$ cat config.mk
export PLATFORM = sky130hd
export DESIGN_NAME = reset_interrupt_priority_resolver
export DESIGN_NICKNAME = d
export VERILOG_FILES = /design/src/resolver_pkg.sv /design/src/reset_interrupt_priority_resolver.sv
export SDC_FILE = /design/constraint.sdc
export NUM_CORES = 1
export LEC_CHECK = 0
export BUFFER_PORTS_ARGS = -buffer_cell sky130_fd_sc_hd__clkbuf_2
export CAP_MARGIN = 5
export CORE_MARGIN = 1
export CORE_UTILIZATION = 58
export CTS_BUF_LIST = sky130_fd_sc_hd__clkbuf_4 sky130_fd_sc_hd__clkbuf_8
export DETAILED_ROUTE_END_ITERATION = 10
export PLACE_DENSITY_LB_ADDON = 0.2
export SLEW_MARGIN = 20
export SYNTH_ARGS = -nofsm -noshare
export SYNTH_HDL_FRONTEND = slang
export SYNTH_SLANG_ARGS = --single-unit
$ cat constraint.sdc
create_clock -name clk -period 4 [get_ports clk]
set_clock_uncertainty 0.05 [all_clocks]
set_input_delay 0.4 -clock clk [delete_from_list [all_inputs] [get_ports clk]]
set_output_delay 0.4 -clock clk [all_outputs]
set_load 0.05 [all_outputs]
$ cat src/resolver_pkg.sv
// Constants shared by the reset and interrupt priority resolver.
// Assumes a single 200 MHz bus clock and an 8-bit register port.
package resolver_pkg;
   // ==========================================================
   // Register map
   localparam logic [15:0] PRIORITY_MISC_ADDR = 16'h103C;
   localparam logic [15:0] CTRL_ADDR = 16'h1040;
   localparam logic [15:0] STATUS_ADDR = 16'h1041;
   localparam logic [15:0] ENABLE_LO_ADDR = 16'h1042;
   localparam logic [15:0] ENABLE_HI_ADDR = 16'h1043;
   // ==========================================================
   // Field positions and reset values
   localparam int BOOT_BIT = 7;
   localparam int SPECIAL_BIT = 6;
   localparam int MODE_A_BIT = 5;
   localparam int IRV_BIT = 4;
   localparam logic [3:0] PSEL_RESET = 4'h6;
   localparam logic [3:0] PSEL_RESERVED = 4'h5;
   localparam logic [3:0] PSEL_IRQ = 4'h6;
   localparam logic [2:0] MODE_SINGLE = 3'h0;
   localparam logic [2:0] MODE_EXPANDED = 3'h1;
   localparam logic [2:0] MODE_BOOT = 3'h6;
   localparam logic [2:0] MODE_TEST = 3'h3;
   localparam int NUM_MASKABLE = 15;
   localparam int FETCH_CYCLES = 3;
   localparam logic [1:0] FETCH_LAST = 2'h2;
   localparam logic [1:0] FETCH_DONE = 2'h3;
   // ==========================================================
   // Vector addresses
   localparam logic [15:0] VEC_RESET = 16'hFFFE;
   localparam logic [15:0] VEC_CLKMON = 16'hFFFC;
   localparam logic [15:0] VEC_WDOG = 16'hFFFA;
   localparam logic [15:0] VEC_ILLOP = 16'hFFF8;
   localparam logic [15:0] VEC_SWTRAP = 16'hFFF6;
   localparam logic [15:0] VEC_NMI = 16'hFFF4;
   localparam logic [15:0] VEC_NONE = 16'h0000;
endpackage : resolver_pkg
$ cat src/reset_interrupt_priority_resolver.sv
// Reset and interrupt priority resolver with its configuration register.
// Assumes the CPU core pulses instr_done at each instruction boundary and
// that the mode pins and external request pin are asynchronous.
//
// Summary of operation
// - Non-maskable order: reset, clock monitor, watchdog, nmi pin, illegal op, trap.
// - Default maskable order: irq, rti, ic1-3, oc1-4, ic4/oc5, tov, paov, pae, spi, sci.
// - The selected maskable source is raised above the others; the rest keep order.
// - A promoted source is still gated by the global mask and its local enable.
// - Vectors stay fixed per source regardless of promotion.
// - Priority register writes are accepted only while the global mask is set.
// - Reset loads priority select with 0110, favouring the external pin.
// - The external interrupt pin is level sensitive after reset.
// - Mode pins are captured at reset release into boot, special and mode-a bits.
// - Upper register bits reset per mode; visibility set only in special test.
// - In special modes, writing special and mode-a bits changes operating mode.
// - After reset three vector fetch cycles precede instruction execution.
// - Reset sets nmi mask, global mask and stop disable.
// - Reset clears clock monitor enable.
// - Watchdog enabled unless disable bit set; shortest rate after reset.
// - Reset clears realtime flag, its rate bits, and masks that source.
// - Reset clears timer flags and all nine timer interrupt enables.
// - Reset masks all serial interface interrupts in every mode.
// - Priority codes decode to one source; reserved 0101 acts as 0110.
// - The winner's vector is supplied: reset FFFE, clock FFFC, watchdog FFFA.
// - After stacking, set global mask, and nmi mask when nmi is pending.
`timescale 1ns/1ps
`default_nettype none
module reset_interrupt_priority_resolver #(
   parameter int NUM_SRC = resolver_pkg::NUM_MASKABLE
) (
   input wire logic clk,
   input wire logic rstn,
   input wire logic [15:0] addr,
   input wire logic [7:0] wdata,
   input wire logic wr,
   input wire logic rd,
   output logic [7:0] rdata,
   input wire logic mode_pin_a,
   input wire logic mode_pin_b,
   input wire logic watchdog_disable,
   input wire logic por_req,
   input wire logic clkmon_req,
   input wire logic watchdog_req,
   input wire logic nonmaskable_pin_n,
   input wire logic irq_pin_n,
   input wire logic illegal_op,
   input wire logic software_trap,
   input wire logic [NUM_SRC-1:0] periph_req,
   input wire logic instr_done,
   input wire logic stacked,
   input wire logic global_mask_clear,
   input wire logic nonmaskable_mask_clear,
   output logic fetching,
   output logic take_irq,
   output logic [15:0] vector,
   output logic global_mask,
   output logic nonmaskable_mask,
   output logic stop_disable,
   output logic clock_monitor_enable,
   output logic watchdog_enable,
   output logic [1:0] watchdog_rate,
   output logic [1:0] realtime_rate,
   output logic [2:0] mode
);
   // ==========================================================
   // Input synchronisers
   // Request pins reset to their idle high level, so no false request follows reset.
   // Only the second stage of each synchroniser is read by the logic below.
   logic [1:0] ma_s, mb_s, nmi_s, irq_s;
   always_ff @(posedge clk or negedge rstn) begin
      if (!rstn) begin
         ma_s <= 2'h0;
         mb_s <= 2'h0;
         nmi_s <= 2'h3;
         irq_s <= 2'h3;
      end else begin
         ma_s <= {ma_s[0], mode_pin_a};
         mb_s <= {mb_s[0], mode_pin_b};
         nmi_s <= {nmi_s[0], nonmaskable_pin_n};
         irq_s <= {irq_s[0], irq_pin_n};
      end
   end
   // Level sensitive, so wired-OR requesters hold it until serviced.
   logic irq_level;
   assign irq_level = ~irq_s[1];
   // The pin request is a level; only the pin mask gates it, and reset, clock monitor and watchdog rank above it.
   logic nmi_pend;
   assign nmi_pend = ~nmi_s[1];

   // ==========================================================
   // Mode capture and startup sequence
   // Capture happens on the third edge after release once pins are synchronised.
   logic [1:0] cap_cnt_q;
   logic captured_q;
   logic [1:0] fetch_q;
   always_ff @(posedge clk or negedge rstn) begin
      if (!rstn) begin
         cap_cnt_q <= 2'h0;
      end else if (cap_cnt_q != 2'h2) begin
         cap_cnt_q <= cap_cnt_q + 2'h1;
      end
   end
   // The counter stops at two and the captured flag makes the capture a single event.
   logic cap_now;
   assign cap_now = (cap_cnt_q == 2'h2) && !captured_q;

   logic boot_rom_read_q, special_mode_bit_q, mode_a_bit_q, irv_q;
   logic [3:0] psel_q;
   logic hp_wr;
   assign hp_wr = wr && (addr == resolver_pkg::PRIORITY_MISC_ADDR);
   // Priority writes are dropped while maskable interrupts are enabled.
   // This avoids a race between a new selection and an arbitration in progress.
   logic hp_ok;
   assign hp_ok = hp_wr && global_mask;

   always_ff @(posedge clk or negedge rstn) begin
      if (!rstn) begin
         captured_q <= 1'b0;
         boot_rom_read_q <= 1'b0;
         special_mode_bit_q <= 1'b0;
         mode_a_bit_q <= 1'b0;
         irv_q <= 1'b0;
      end else if (cap_now) begin
         captured_q <= 1'b1;
         boot_rom_read_q <= ~mb_s[1] & ~ma_s[1];
         special_mode_bit_q <= ~mb_s[1];
         mode_a_bit_q <= ma_s[1];
         irv_q <= ~mb_s[1] & ma_s[1];
      end else if (hp_ok) begin
         // Boot, special and mode-a bits are writable only in the special modes.
         if (special_mode_bit_q) begin
            // Boot read has meaning only in special modes, so it clears with that bit.
            boot_rom_read_q <= wdata[resolver_pkg::BOOT_BIT] & wdata[resolver_pkg::SPECIAL_BIT];
            special_mode_bit_q <= wdata[resolver_pkg::SPECIAL_BIT];
            mode_a_bit_q <= wdata[resolver_pkg::MODE_A_BIT];
         end
         irv_q <= wdata[resolver_pkg::IRV_BIT];
      end
   end

   always_ff @(posedge clk or negedge rstn) begin
      if (!rstn) begin
         psel_q <= resolver_pkg::PSEL_RESET;
      end else if (hp_ok) begin
         // All four bits load together, so arbitration never sees a half-written code.
         psel_q <= wdata[3:0];
      end
   end

   // The special and mode-a bits together select one of four operating modes.
   always_comb begin
      unique case ({special_mode_bit_q, mode_a_bit_q})
         2'h0: mode = resolver_pkg::MODE_SINGLE;
         2'h1: mode = resolver_pkg::MODE_EXPANDED;
         2'h2: mode = resolver_pkg::MODE_BOOT;
         2'h3: mode = resolver_pkg::MODE_TEST;
      endcase
   end

   // Restart vector fetch occupies three cycles after capture.
   // Counting stops at the done code, so fetching falls once and then stays low.
   always_ff @(posedge clk or negedge rstn) begin
      if (!rstn) begin
         fetch_q <= 2'h0;
      end else if (cap_now || (fetch_q != 2'h0 && fetch_q != resolver_pkg::FETCH_DONE)) begin
         fetch_q <= fetch_q + 2'h1;
      end
   end
   assign fetching = !captured_q || (fetch_q != resolver_pkg::FETCH_DONE);

   // ==========================================================
   // Condition code masks and control register
   // Control register: stop disable, clock monitor enable, watchdog and realtime rates.
   logic ctrl_wr;
   assign ctrl_wr = wr && (addr == resolver_pkg::CTRL_ADDR);
   // Two enable registers at consecutive addresses cover the fourteen peripheral sources.
   logic [NUM_SRC-1:0] local_en_q;
   logic en_wr;
   assign en_wr = wr && ((addr == resolver_pkg::ENABLE_LO_ADDR) ||
      (addr == resolver_pkg::ENABLE_HI_ADDR));

   // A stacking event wins over a clear from the CPU in the same cycle.
   always_ff @(posedge clk or negedge rstn) begin
      if (!rstn) begin
         global_mask <= 1'b1;
         nonmaskable_mask <= 1'b1;
      end else if (stacked) begin
         global_mask <= 1'b1;
         // The pin mask is set only if the pin still requests at stacking time.
         if (nmi_pend) begin
            nonmaskable_mask <= 1'b1;
         end
      end else begin
         if (global_mask_clear) begin
            global_mask <= 1'b0;
         end
         if (nonmaskable_mask_clear) begin
            nonmaskable_mask <= 1'b0;
         end
      end
   end

   always_ff @(posedge clk or negedge rstn) begin
      if (!rstn) begin
         stop_disable <= 1'b1;
         clock_monitor_enable <= 1'b0;
         watchdog_rate <= 2'h0;
         realtime_rate <= 2'h0;
      end else if (ctrl_wr) begin
         stop_disable <= wdata[7];
         clock_monitor_enable <= wdata[6];
         watchdog_rate <= wdata[3:2];
         realtime_rate <= wdata[1:0];
      end
   end

   // Watchdog enable follows the disable strap, caught after release.
   always_ff @(posedge clk or negedge rstn) begin
      if (!rstn) begin
         watchdog_enable <= 1'b0;
      end else if (cap_now) begin
         watchdog_enable <= ~watchdog_disable;
      end
   end

   // Local enables: bit 0 realtime, bits 1..9 timer, 10..12 accumulators/spi, 13 sci.
   // The top enable bit has no source behind it and only reads back.
   always_ff @(posedge clk or negedge rstn) begin
      if (!rstn) begin
         local_en_q <= '0;
      end else if (en_wr) begin
         if (addr == resolver_pkg::ENABLE_HI_ADDR) begin
            local_en_q[NUM_SRC-1:8] <= wdata[NUM_SRC-9:0];
         end else begin
            local_en_q[7:0] <= wdata;
         end
      end
   end

   // ==========================================================
   // Maskable arbitration
   // Index 0 is the external pin, then realtime, timer, accumulator, spi, sci.
   // The external pin has no local enable; each peripheral source has one.
   // All requests drop out while the global mask is set.
   logic [NUM_SRC-1:0] req_m;
   always_comb begin
      req_m = '0;
      req_m[0] = irq_level;
      req_m[NUM_SRC-1:1] = periph_req[NUM_SRC-1:1] & local_en_q[NUM_SRC-2:0];
      if (global_mask) begin
         req_m = '0;
      end
   end

   // Map priority code to default-order index.
   // The reserved code promotes the external pin, exactly as its own code does.
   function automatic int psel_index(input logic [3:0] p);
      int r;
      r = 0;
      unique case (p)
         4'h0: r = 10;
         4'h1: r = 11;
         4'h2: r = 12;
         4'h3: r = 13;
         4'h4: r = 14;
         4'h5, 4'h6: r = 0;
         4'h7: r = 1;
         4'h8: r = 2;
         4'h9: r = 3;
         4'hA: r = 4;
         4'hB: r = 5;
         4'hC: r = 6;
         4'hD: r = 7;
         4'hE: r = 8;
         4'hF: r = 9;
      endcase
      return r;
   endfunction

   // Vectors descend by two from the external pin's vector and never follow promotion.
   function automatic logic [15:0] mvec(input int i);
      return 16'hFFF2 - 16'(2 * i);
   endfunction

   logic [15:0] mask_vec;
   logic mask_hit;
   int prom;
   always_comb begin
      prom = psel_index(psel_q);
      mask_hit = 1'b0;
      mask_vec = resolver_pkg::VEC_NONE;
      // The scan runs from lowest to highest rank, so the last hit is the default winner.
      for (int i = NUM_SRC - 1; i >= 0; i--) begin
         if (req_m[i]) begin
            mask_hit = 1'b1;
            mask_vec = mvec(i);
         end
      end
      // A promoted source that is requesting overrides the default winner.
      if (req_m[prom]) begin
         mask_vec = mvec(prom);
      end
   end

   // ==========================================================
   // Non-maskable arbitration and winner output
   // Clock monitor and watchdog requests count only while their enables are set.
   // Software trap has the lowest rank of the non-maskable sources.
   logic [15:0] win_vec;
   logic win_hit;
   always_comb begin
      win_hit = 1'b1;
      if (por_req) begin
         win_vec = resolver_pkg::VEC_RESET;
      end else if (clkmon_req && clock_monitor_enable) begin
         win_vec = resolver_pkg::VEC_CLKMON;
      end else if (watchdog_req && watchdog_enable) begin
         win_vec = resolver_pkg::VEC_WDOG;
      end else if (nmi_pend && !nonmaskable_mask) begin
         win_vec = resolver_pkg::VEC_NMI;
      end else if (illegal_op) begin
         win_vec = resolver_pkg::VEC_ILLOP;
      end else if (software_trap) begin
         win_vec = resolver_pkg::VEC_SWTRAP;
      end else begin
         win_vec = mask_vec;
         win_hit = mask_hit;
      end
   end

   always_ff @(posedge clk or negedge rstn) begin
      if (!rstn) begin
         take_irq <= 1'b0;
         vector <= resolver_pkg::VEC_RESET;
      end else if (instr_done && !fetching) begin
         take_irq <= win_hit;
         // The vector stands until the next take, so a boundary with no winner keeps it.
         if (win_hit) begin
            vector <= win_vec;
         end
      end else begin
         take_irq <= 1'b0;
      end
   end

   // ==========================================================
   // Register read port
   // Read data stand for one cycle after the strobe and read as zero otherwise.
   always_ff @(posedge clk or negedge rstn) begin
      if (!rstn) begin
         rdata <= 8'h00;
      end else if (rd) begin
         unique case (addr)
            resolver_pkg::PRIORITY_MISC_ADDR:
               rdata <= {boot_rom_read_q, special_mode_bit_q, mode_a_bit_q, irv_q, psel_q};
            resolver_pkg::CTRL_ADDR:
               rdata <= {stop_disable, clock_monitor_enable, 2'h0, watchdog_rate, realtime_rate};
            // Status is read only: masks, watchdog enable, fetch state and mode.
            resolver_pkg::STATUS_ADDR:
               rdata <= {global_mask, nonmaskable_mask, watchdog_enable, fetching, 1'b0, mode};
            resolver_pkg::ENABLE_LO_ADDR: rdata <= local_en_q[7:0];
            resolver_pkg::ENABLE_HI_ADDR: rdata <= {1'b0, local_en_q[NUM_SRC-1:8]};
            default: rdata <= 8'h00;
         endcase
      end else begin
         rdata <= 8'h00;
      end
   end
endmodule : reset_interrupt_priority_resolver
`default_nettype wire

==> results of run 1 <==
-- stage by stage --
stage	util (%)	power (mW)	hold slack, ps	setup slack, ps
2_1_floorplan	-	0.7116	54.41	1794
3_3_place_gp	68.21	0.7737	292.2	1452
3_5_place_dp	68.21	0.7762	297.3	1369
4_1_cts	71.76	1.321	74.42	1510
5_1_grt	71.80	1.354	41.14	1163
6_report	71.80	1.312	-2.223	1439
-- cell type report --
class | instances | area, um^2 | area share, %
Multi-Input combinational cell | 232 | 1644 | 41.58
Clock inverter | 4 | 50.05 | 1.266
Tap cell | 72 | 90.09 | 2.278
Sequential cell | 60 | 1520 | 38.45
Inverter | 7 | 26.28 | 0.6646
Clock buffer | 11 | 145.1 | 3.671
Timing Repair Buffer | 94 | 478.0 | 12.09
-- cell usage in the layout, fill, tap and decap left out, types with 4 or more instances in the layout --
cell / count
a21oi_1: 20
a222oi_1: 8
a22oi_1: 9
a31oi_1: 4
clkbuf_2: 91
clkbuf_8: 10
dfrtp_1: 45
dfstp_2: 15
ha_1: 4
inv_1: 6
mux2_2: 25
mux2i_1: 8
nand2_1: 34
nand2b_1: 4
nand3_1: 12
nor2_1: 15
nor2b_1: 4
nor3_1: 5
o21ai_0: 14
-- flip-flops by register name, summed over array words and instances, names as in the netlist, 2 cells and up --
register and cells:
mb_s 2, nmi_s 2, psel_q 4, vector 6, realtime_rate 2, fetch_q 2
cap_cnt_q 2, watchdog_rate 2, rdata 8, irq_s 2, ma_s 2, local_en_q 15
-- cell families after synthesis --
logic type                 count (synthesis)
AOI/OAI and AO/OA                         91
xor gates and xnor gates                   3
adders and majority gates                  4
buffers and inverters                     29
DFF                                       60
muxes                                     34
other                                      1
and+or+nand+nor                           99
-- where the power goes --
part           total (mW)  switching, mW  internal [mW]
logic               0.125         0.0846         0.0403
registers           0.641         0.0144          0.627
clock network       0.546          0.239          0.307
total                1.31          0.338          0.974
-- final timing paths --
| kind | from | endpoint | slack, ps | depth (start not counted) |
|---|---|---|---|---|
| setup / recovery | local_en_q[1] | vector[3] | 1440 | 6 |
| hold / removal | rstn | watchdog_rate[0] | -2 | 1 |
| setup reg to reg | local_en_q[1] | vector[3] | 1440 | 6 |
| hold reg to reg | nmi_s[0] | nmi_s[1] | 310 | 0 |
| max in group asynchronous | rstn | vector[3] | 3180 | 2 |
| min in group clk | nonmaskable_pin_n | nmi_s[0] | 90 | 1 |
-- metal layers --
layer / vias to the layer above / share of wire (%) / global-route usage [%]
met2: 151 / 47 / 48.58
met3: 20 / 8.6 / 7.176
met4: 0 / 2.6 / 15.47
met1: 1411 / 42 / 40.37
met5: - / 0 / 0
li1: 1365 / - / -
==> results.toml, run 1 <==
[pwr]
powerDensity_nw_per_um2 = 331.8
power_leakage_nw = 1.796
irDropWorstVdd_mv = 0.3657

[clock_network]
tritoncts = "done"
cts_root_buffer = "clkbuf_8"
cts_max_level = 3
cts_buffer_depth = 2
cts_resized = 0
cts.reportedPaths.clkPinSlew_ps = 70
cts_setup_buffers = 0
clock_sinks = 60
clock_latency_ps = 340
numCtsBuffers = 9
hold_buffers = 0

[layout]
synthToLayoutAreaGrowth_pct = 18.71
layout.nets = 465
antenna_cells = 0
fin_area_um2 = 3954
nFillCells = 419
fin_cells = 480
drive_above_1_share_pct = 40.69

[logic_synthesis]
yosysSeqAreaShare_pct = 45.64
synth-edff-count = 0
syn_inst = 321
synthXorXnorAreaFrac_pct = 0.7889
synth_compound_area_share_pct = 20.02
synth.most_common_cell = "dfrtp_1"
synthArstFlopShare_pct = 100.0
synth_top_area_share_pct = 33.81
muxShareOfSynthArea_pct = 11.31
synth_top_family_by_area = "compound AO/OA/AOI/OAI gates"
synth_fa_ha_area_share_pct = 1.503
syn_area_um2 = 3331
ys_warn_count = 0
yosys.area.top_type = "dfrtp_1"
ys_ff_latch = 60
yosys.area_share.simple_pct = 15.63
synth_cell_type_count = 69
synth.avg_cell_area_um2 = 10.38
yosys-top-cells-count = "45 x dfrtp_1, 34 x nand2_1, 25 x mux2_2"
synth_area_leaders = "dfrtp_1 34%, dfstp_2 12%, mux2_2 8.5%"
synth_nets = 382
dominantRegCellSynth = "dfrtp_1"

[floorplan]
ios = 95
fp-row-count = 27
initial_core_util_pct = 60.49
fp.dieH_um = 77.78
coreArea_um2 = 5507
die_w_um = 77.78
dieArea_um2 = 6050

[global_routing]
grt_pass1_wl_um = 13910
grt_max_degree = 46
overflow = 0
grt_pass1_vias = 2830
track_usage_pct = 31.02
antenna_found_initial = 0

[timing]
setup_viol = 0
finalHoldViolCount = 6
rsz0062_at_grt = "no"
timing.hold.ws_ps = -2.223
clock.fmax_mhz = 390.4
slew_headroom_pct = 34.11
fin_crit_sh_pct = 64.03
worstMarginPinSlew_ps = 983.7
setup_tns_ps = 0
period_needed_ps = 2561
slew_violations = 0

[detailed_routing]
drc_errors = 0
final_antenna_net_count = 0
drt_iter0_markers = 413
wire_per_inst_um = 17.50
drt_first_pass_iters = 5
via_per_inst = 6.140
wl_um = 8401
via_count = 2947

[placement]
io_buffers = 92
dp_hpwl_um = 6287
dpl_cell_area_um2 = 3756
globalplace.congestion = 0.9017
place_inst = 465

[worst_setup_path]
end_kind = "register"
crit_fanout = 12
cp-start-kind = "register"
critPathMostFrequentCell = "a41oi_1"
worstPathArrival_ps = 2790
path_cells = "a22oi_1, a41oi_1, nor3b_1, a31oi_1, a41oi_1, o31a_1"
critPathKind = "register to register"
critPathRequiredTime_ps = 4230
slowest_stage = "dfrtp_1"
critPathTopFamily = "compound AO/OA/AOI/OAI gates"
max_stage_delay_ps = 430
crit_buf_inv = 0

[outcome]
status = "complete, but fails checks"
violations = "negative hold slack"

[hold_path]
hold_path.class = "input pin to asynchronous set/reset pin"

[run]
maxCapViolCount = 0
Power figures use the tool's default switching activity.
==> inputs of run 2 (changes only) <==
--- a/config.mk
+++ b/config.mk
@@ -8,7 +8,7 @@
 export BUFFER_PORTS_ARGS = -buffer_cell sky130_fd_sc_hd__clkbuf_2
 export CAP_MARGIN = 5
 export CORE_MARGIN = 1
-export CORE_UTILIZATION = 58
+export CORE_UTILIZATION = 49
 export CTS_BUF_LIST = sky130_fd_sc_hd__clkbuf_4 sky130_fd_sc_hd__clkbuf_8
 export DETAILED_ROUTE_END_ITERATION = 10
 export PLACE_DENSITY_LB_ADDON = 0.2
==> constraint.sdc (replaced) <==
create_clock -name clk -period 2.3 [get_ports clk]
set_clock_uncertainty 0.05 [all_clocks]
set_input_delay 0.23 -clock clk [delete_from_list [all_inputs] [get_ports clk]]
set_output_delay 0.23 -clock clk [all_outputs]
set_load 0.05 [all_outputs]
==> results.toml, run 2 (synthesized netlist as in run 1, its figures left out) <==
[layout]
multi_input_area_um2 = 1680
synthToLayoutAreaGrowth_pct = 27.72
largest_reg_flops = 15
top_regs = "local_en_q: 15 flops, rdata: 8 flops, vector: 6 flops"
final_cell_mix = "93 x clkbuf_2, 44 x dfrtp_1, 34 x nand2_1"
drive_above_1_share_pct = 45.00
fin_area_um2 = 4254
layout.nets = 496
antenna_cells = 0
largest-register = "local_en_q"
nFillCells = 525
register_area_um2 = 1521
final_common_cell = "clkbuf_2"

[clock_network]
numCtsBuffers = 9
cts.reportedPaths.clkPinSlew_ps = 80
tritoncts = "done"
clock_sinks = 60
cts_max_level = 3
cts_root_buffer = "clkbuf_8"
clock_latency_ps = 350
cts_buffer_depth = 2

[detailed_routing]
final_antenna_net_count = 0
via_per_inst = 5.913
via_count = 3057
drc_errors = 3
wire_per_inst_um = 17.37
drt_iter0_markers = 273
drt_first_pass_iters = 8
wl_um = 8982

[placement]
globalplace.congestion = 0.8882
dpl_cell_area_um2 = 3928
dp_hpwl_um = 6635
io_buffers = 92

[timing]
setup_tns_ps = 0
rsz0062_at_grt = "no"
worstMarginPinSlew_ps = 753.6
fin_crit_sh_pct = 96.70
setup_viol = 0
slew_violations = 0
period_needed_ps = 2224
clock.fmax_mhz = 449.6
finalHoldViolCount = 16
slew_headroom_pct = 49.76
timing.hold.ws_ps = -11.83

[global_routing]
grt_max_degree = 61
grt_pass1_vias = 2897
antenna_found_initial = 0
track_usage_pct = 26.44
overflow = 0
grt_pass1_wl_um = 14530

[worst_setup_path]
max_stage_delay_ps = 630
crit_buf_inv = 1
end_kind = "register"
critPathRequiredTime_ps = 2530
slowest_stage = "dfstp_2"
path_cells = "nor2b_2, a21oi_2, inv_1, o311a_1, o22ai_4, mux2_4, mux2i_1, o32a_1"
worstPathArrival_ps = 2450
crit_fanout = 6
critPathTopFamily = "compound AO/OA/AOI/OAI gates"
critPathKind = "register to register"
cp-start-kind = "register"

[floorplan]
dieArea_um2 = 7131
fp-row-count = 29
die_w_um = 84.45
fp.dieH_um = 84.45
ios = 95
coreArea_um2 = 6459
initial_core_util_pct = 51.57

[pwr]
powerDensity_nw_per_um2 = 555.5
power_leakage_nw = 1.959
irDropWorstVdd_mv = 0.6558

[outcome]
violations = "design-rule violations, negative hold slack"
status = "complete, but fails checks"

[run]
maxCapViolCount = 0

[hold_path]
hold_path.class = "input pin to asynchronous set/reset pin"
## run 2: cell types whose count changed in the layout (fill, tap and decap cells not counted), sizes merged
cell,previous run,this run
buf,3,26
clkbuf,102,103
dlygate4sd3,0,6
inv,7,9
## run 2: power by group
group          internal (mW)  switching [mW]  total [mW]
Combinational         0.0864           0.158       0.245
Sequential              1.09          0.0216        1.11
Clock                  0.539           0.469        1.01
Total                   1.71           0.649        2.36
## run 2: layer usage
metal,vias to the layer above,global-route usage (%),part of all wire (%)
met5,-,0,0
met4,0,9.245,0.97
met3,9,5.506,7.1
met2,141,40.61,46
met1,1476,37.37,46
li1,1431,-,-
## run 2: worst register-to-register path, cell delays in order, from the launching register on
cell and delay [ps]:
dfstp_2 630, nor2b_2 210, a21oi_2 110, inv_1 110, o311a_1 220, o22ai_4 110
mux2_4 320, mux2i_1 120, o32a_1 280
## run 2: final timing paths
check | end | startpoint | cells past startpoint | slack, ps
worst max register to register | vector[5] | psel_q[2] | 8 | 80
worst min-delay path | local_en_q[1] | rstn | 2 | -10
max in group asynchronous | psel_q[0] | rstn | 2 | 1680
worst min register to register | mb_s[1] | mb_s[0] | 0 | 300
min in group clk | watchdog_enable | watchdog_disable | 2 | 40
worst max-delay path | vector[5] | psel_q[2] | 8 | 80
## run 2: layout make-up
cell class / count / area share (%)
flip-flops and latches: 60 / 35.76
clock buffers: 10 / 3.235
clock inverters: 6 / 1.676
multi-input cells: 232 / 39.50
inverters: 7 / 0.6176
repair buffers: 125 / 16.94
well taps: 77 / 2.265
## run 2: through the flow
step | hold WS (ps) | cells | utilization (%) | power (mW) | setup slack, ps
after global routing | 46.91 | 517 | 65.87 | 2.437 | 3.992
after floorplan | -115.6 | 321 | - | 1.238 | 93.69
after detailed placement | 269.3 | 492 | 60.81 | 1.363 | 54.18
after CTS | 12.94 | 514 | 64.97 | 2.375 | 38.44
final | -11.83 | 517 | 65.87 | 2.363 | 76.01
after global placement | 270.0 | 492 | 60.81 | 1.358 | 105.7
## run 2: timing repair
| item | 4_1_cts | 5_1_grt |
|---|---|---|
| hold endpoints to repair | 6 | 0 |
| buffers inserted | 0 | 3 |
| resized for setup | 0 | 9 |
| setup endpoints to repair | 0 | 6 |
| hold buffers | 6 | 0 |
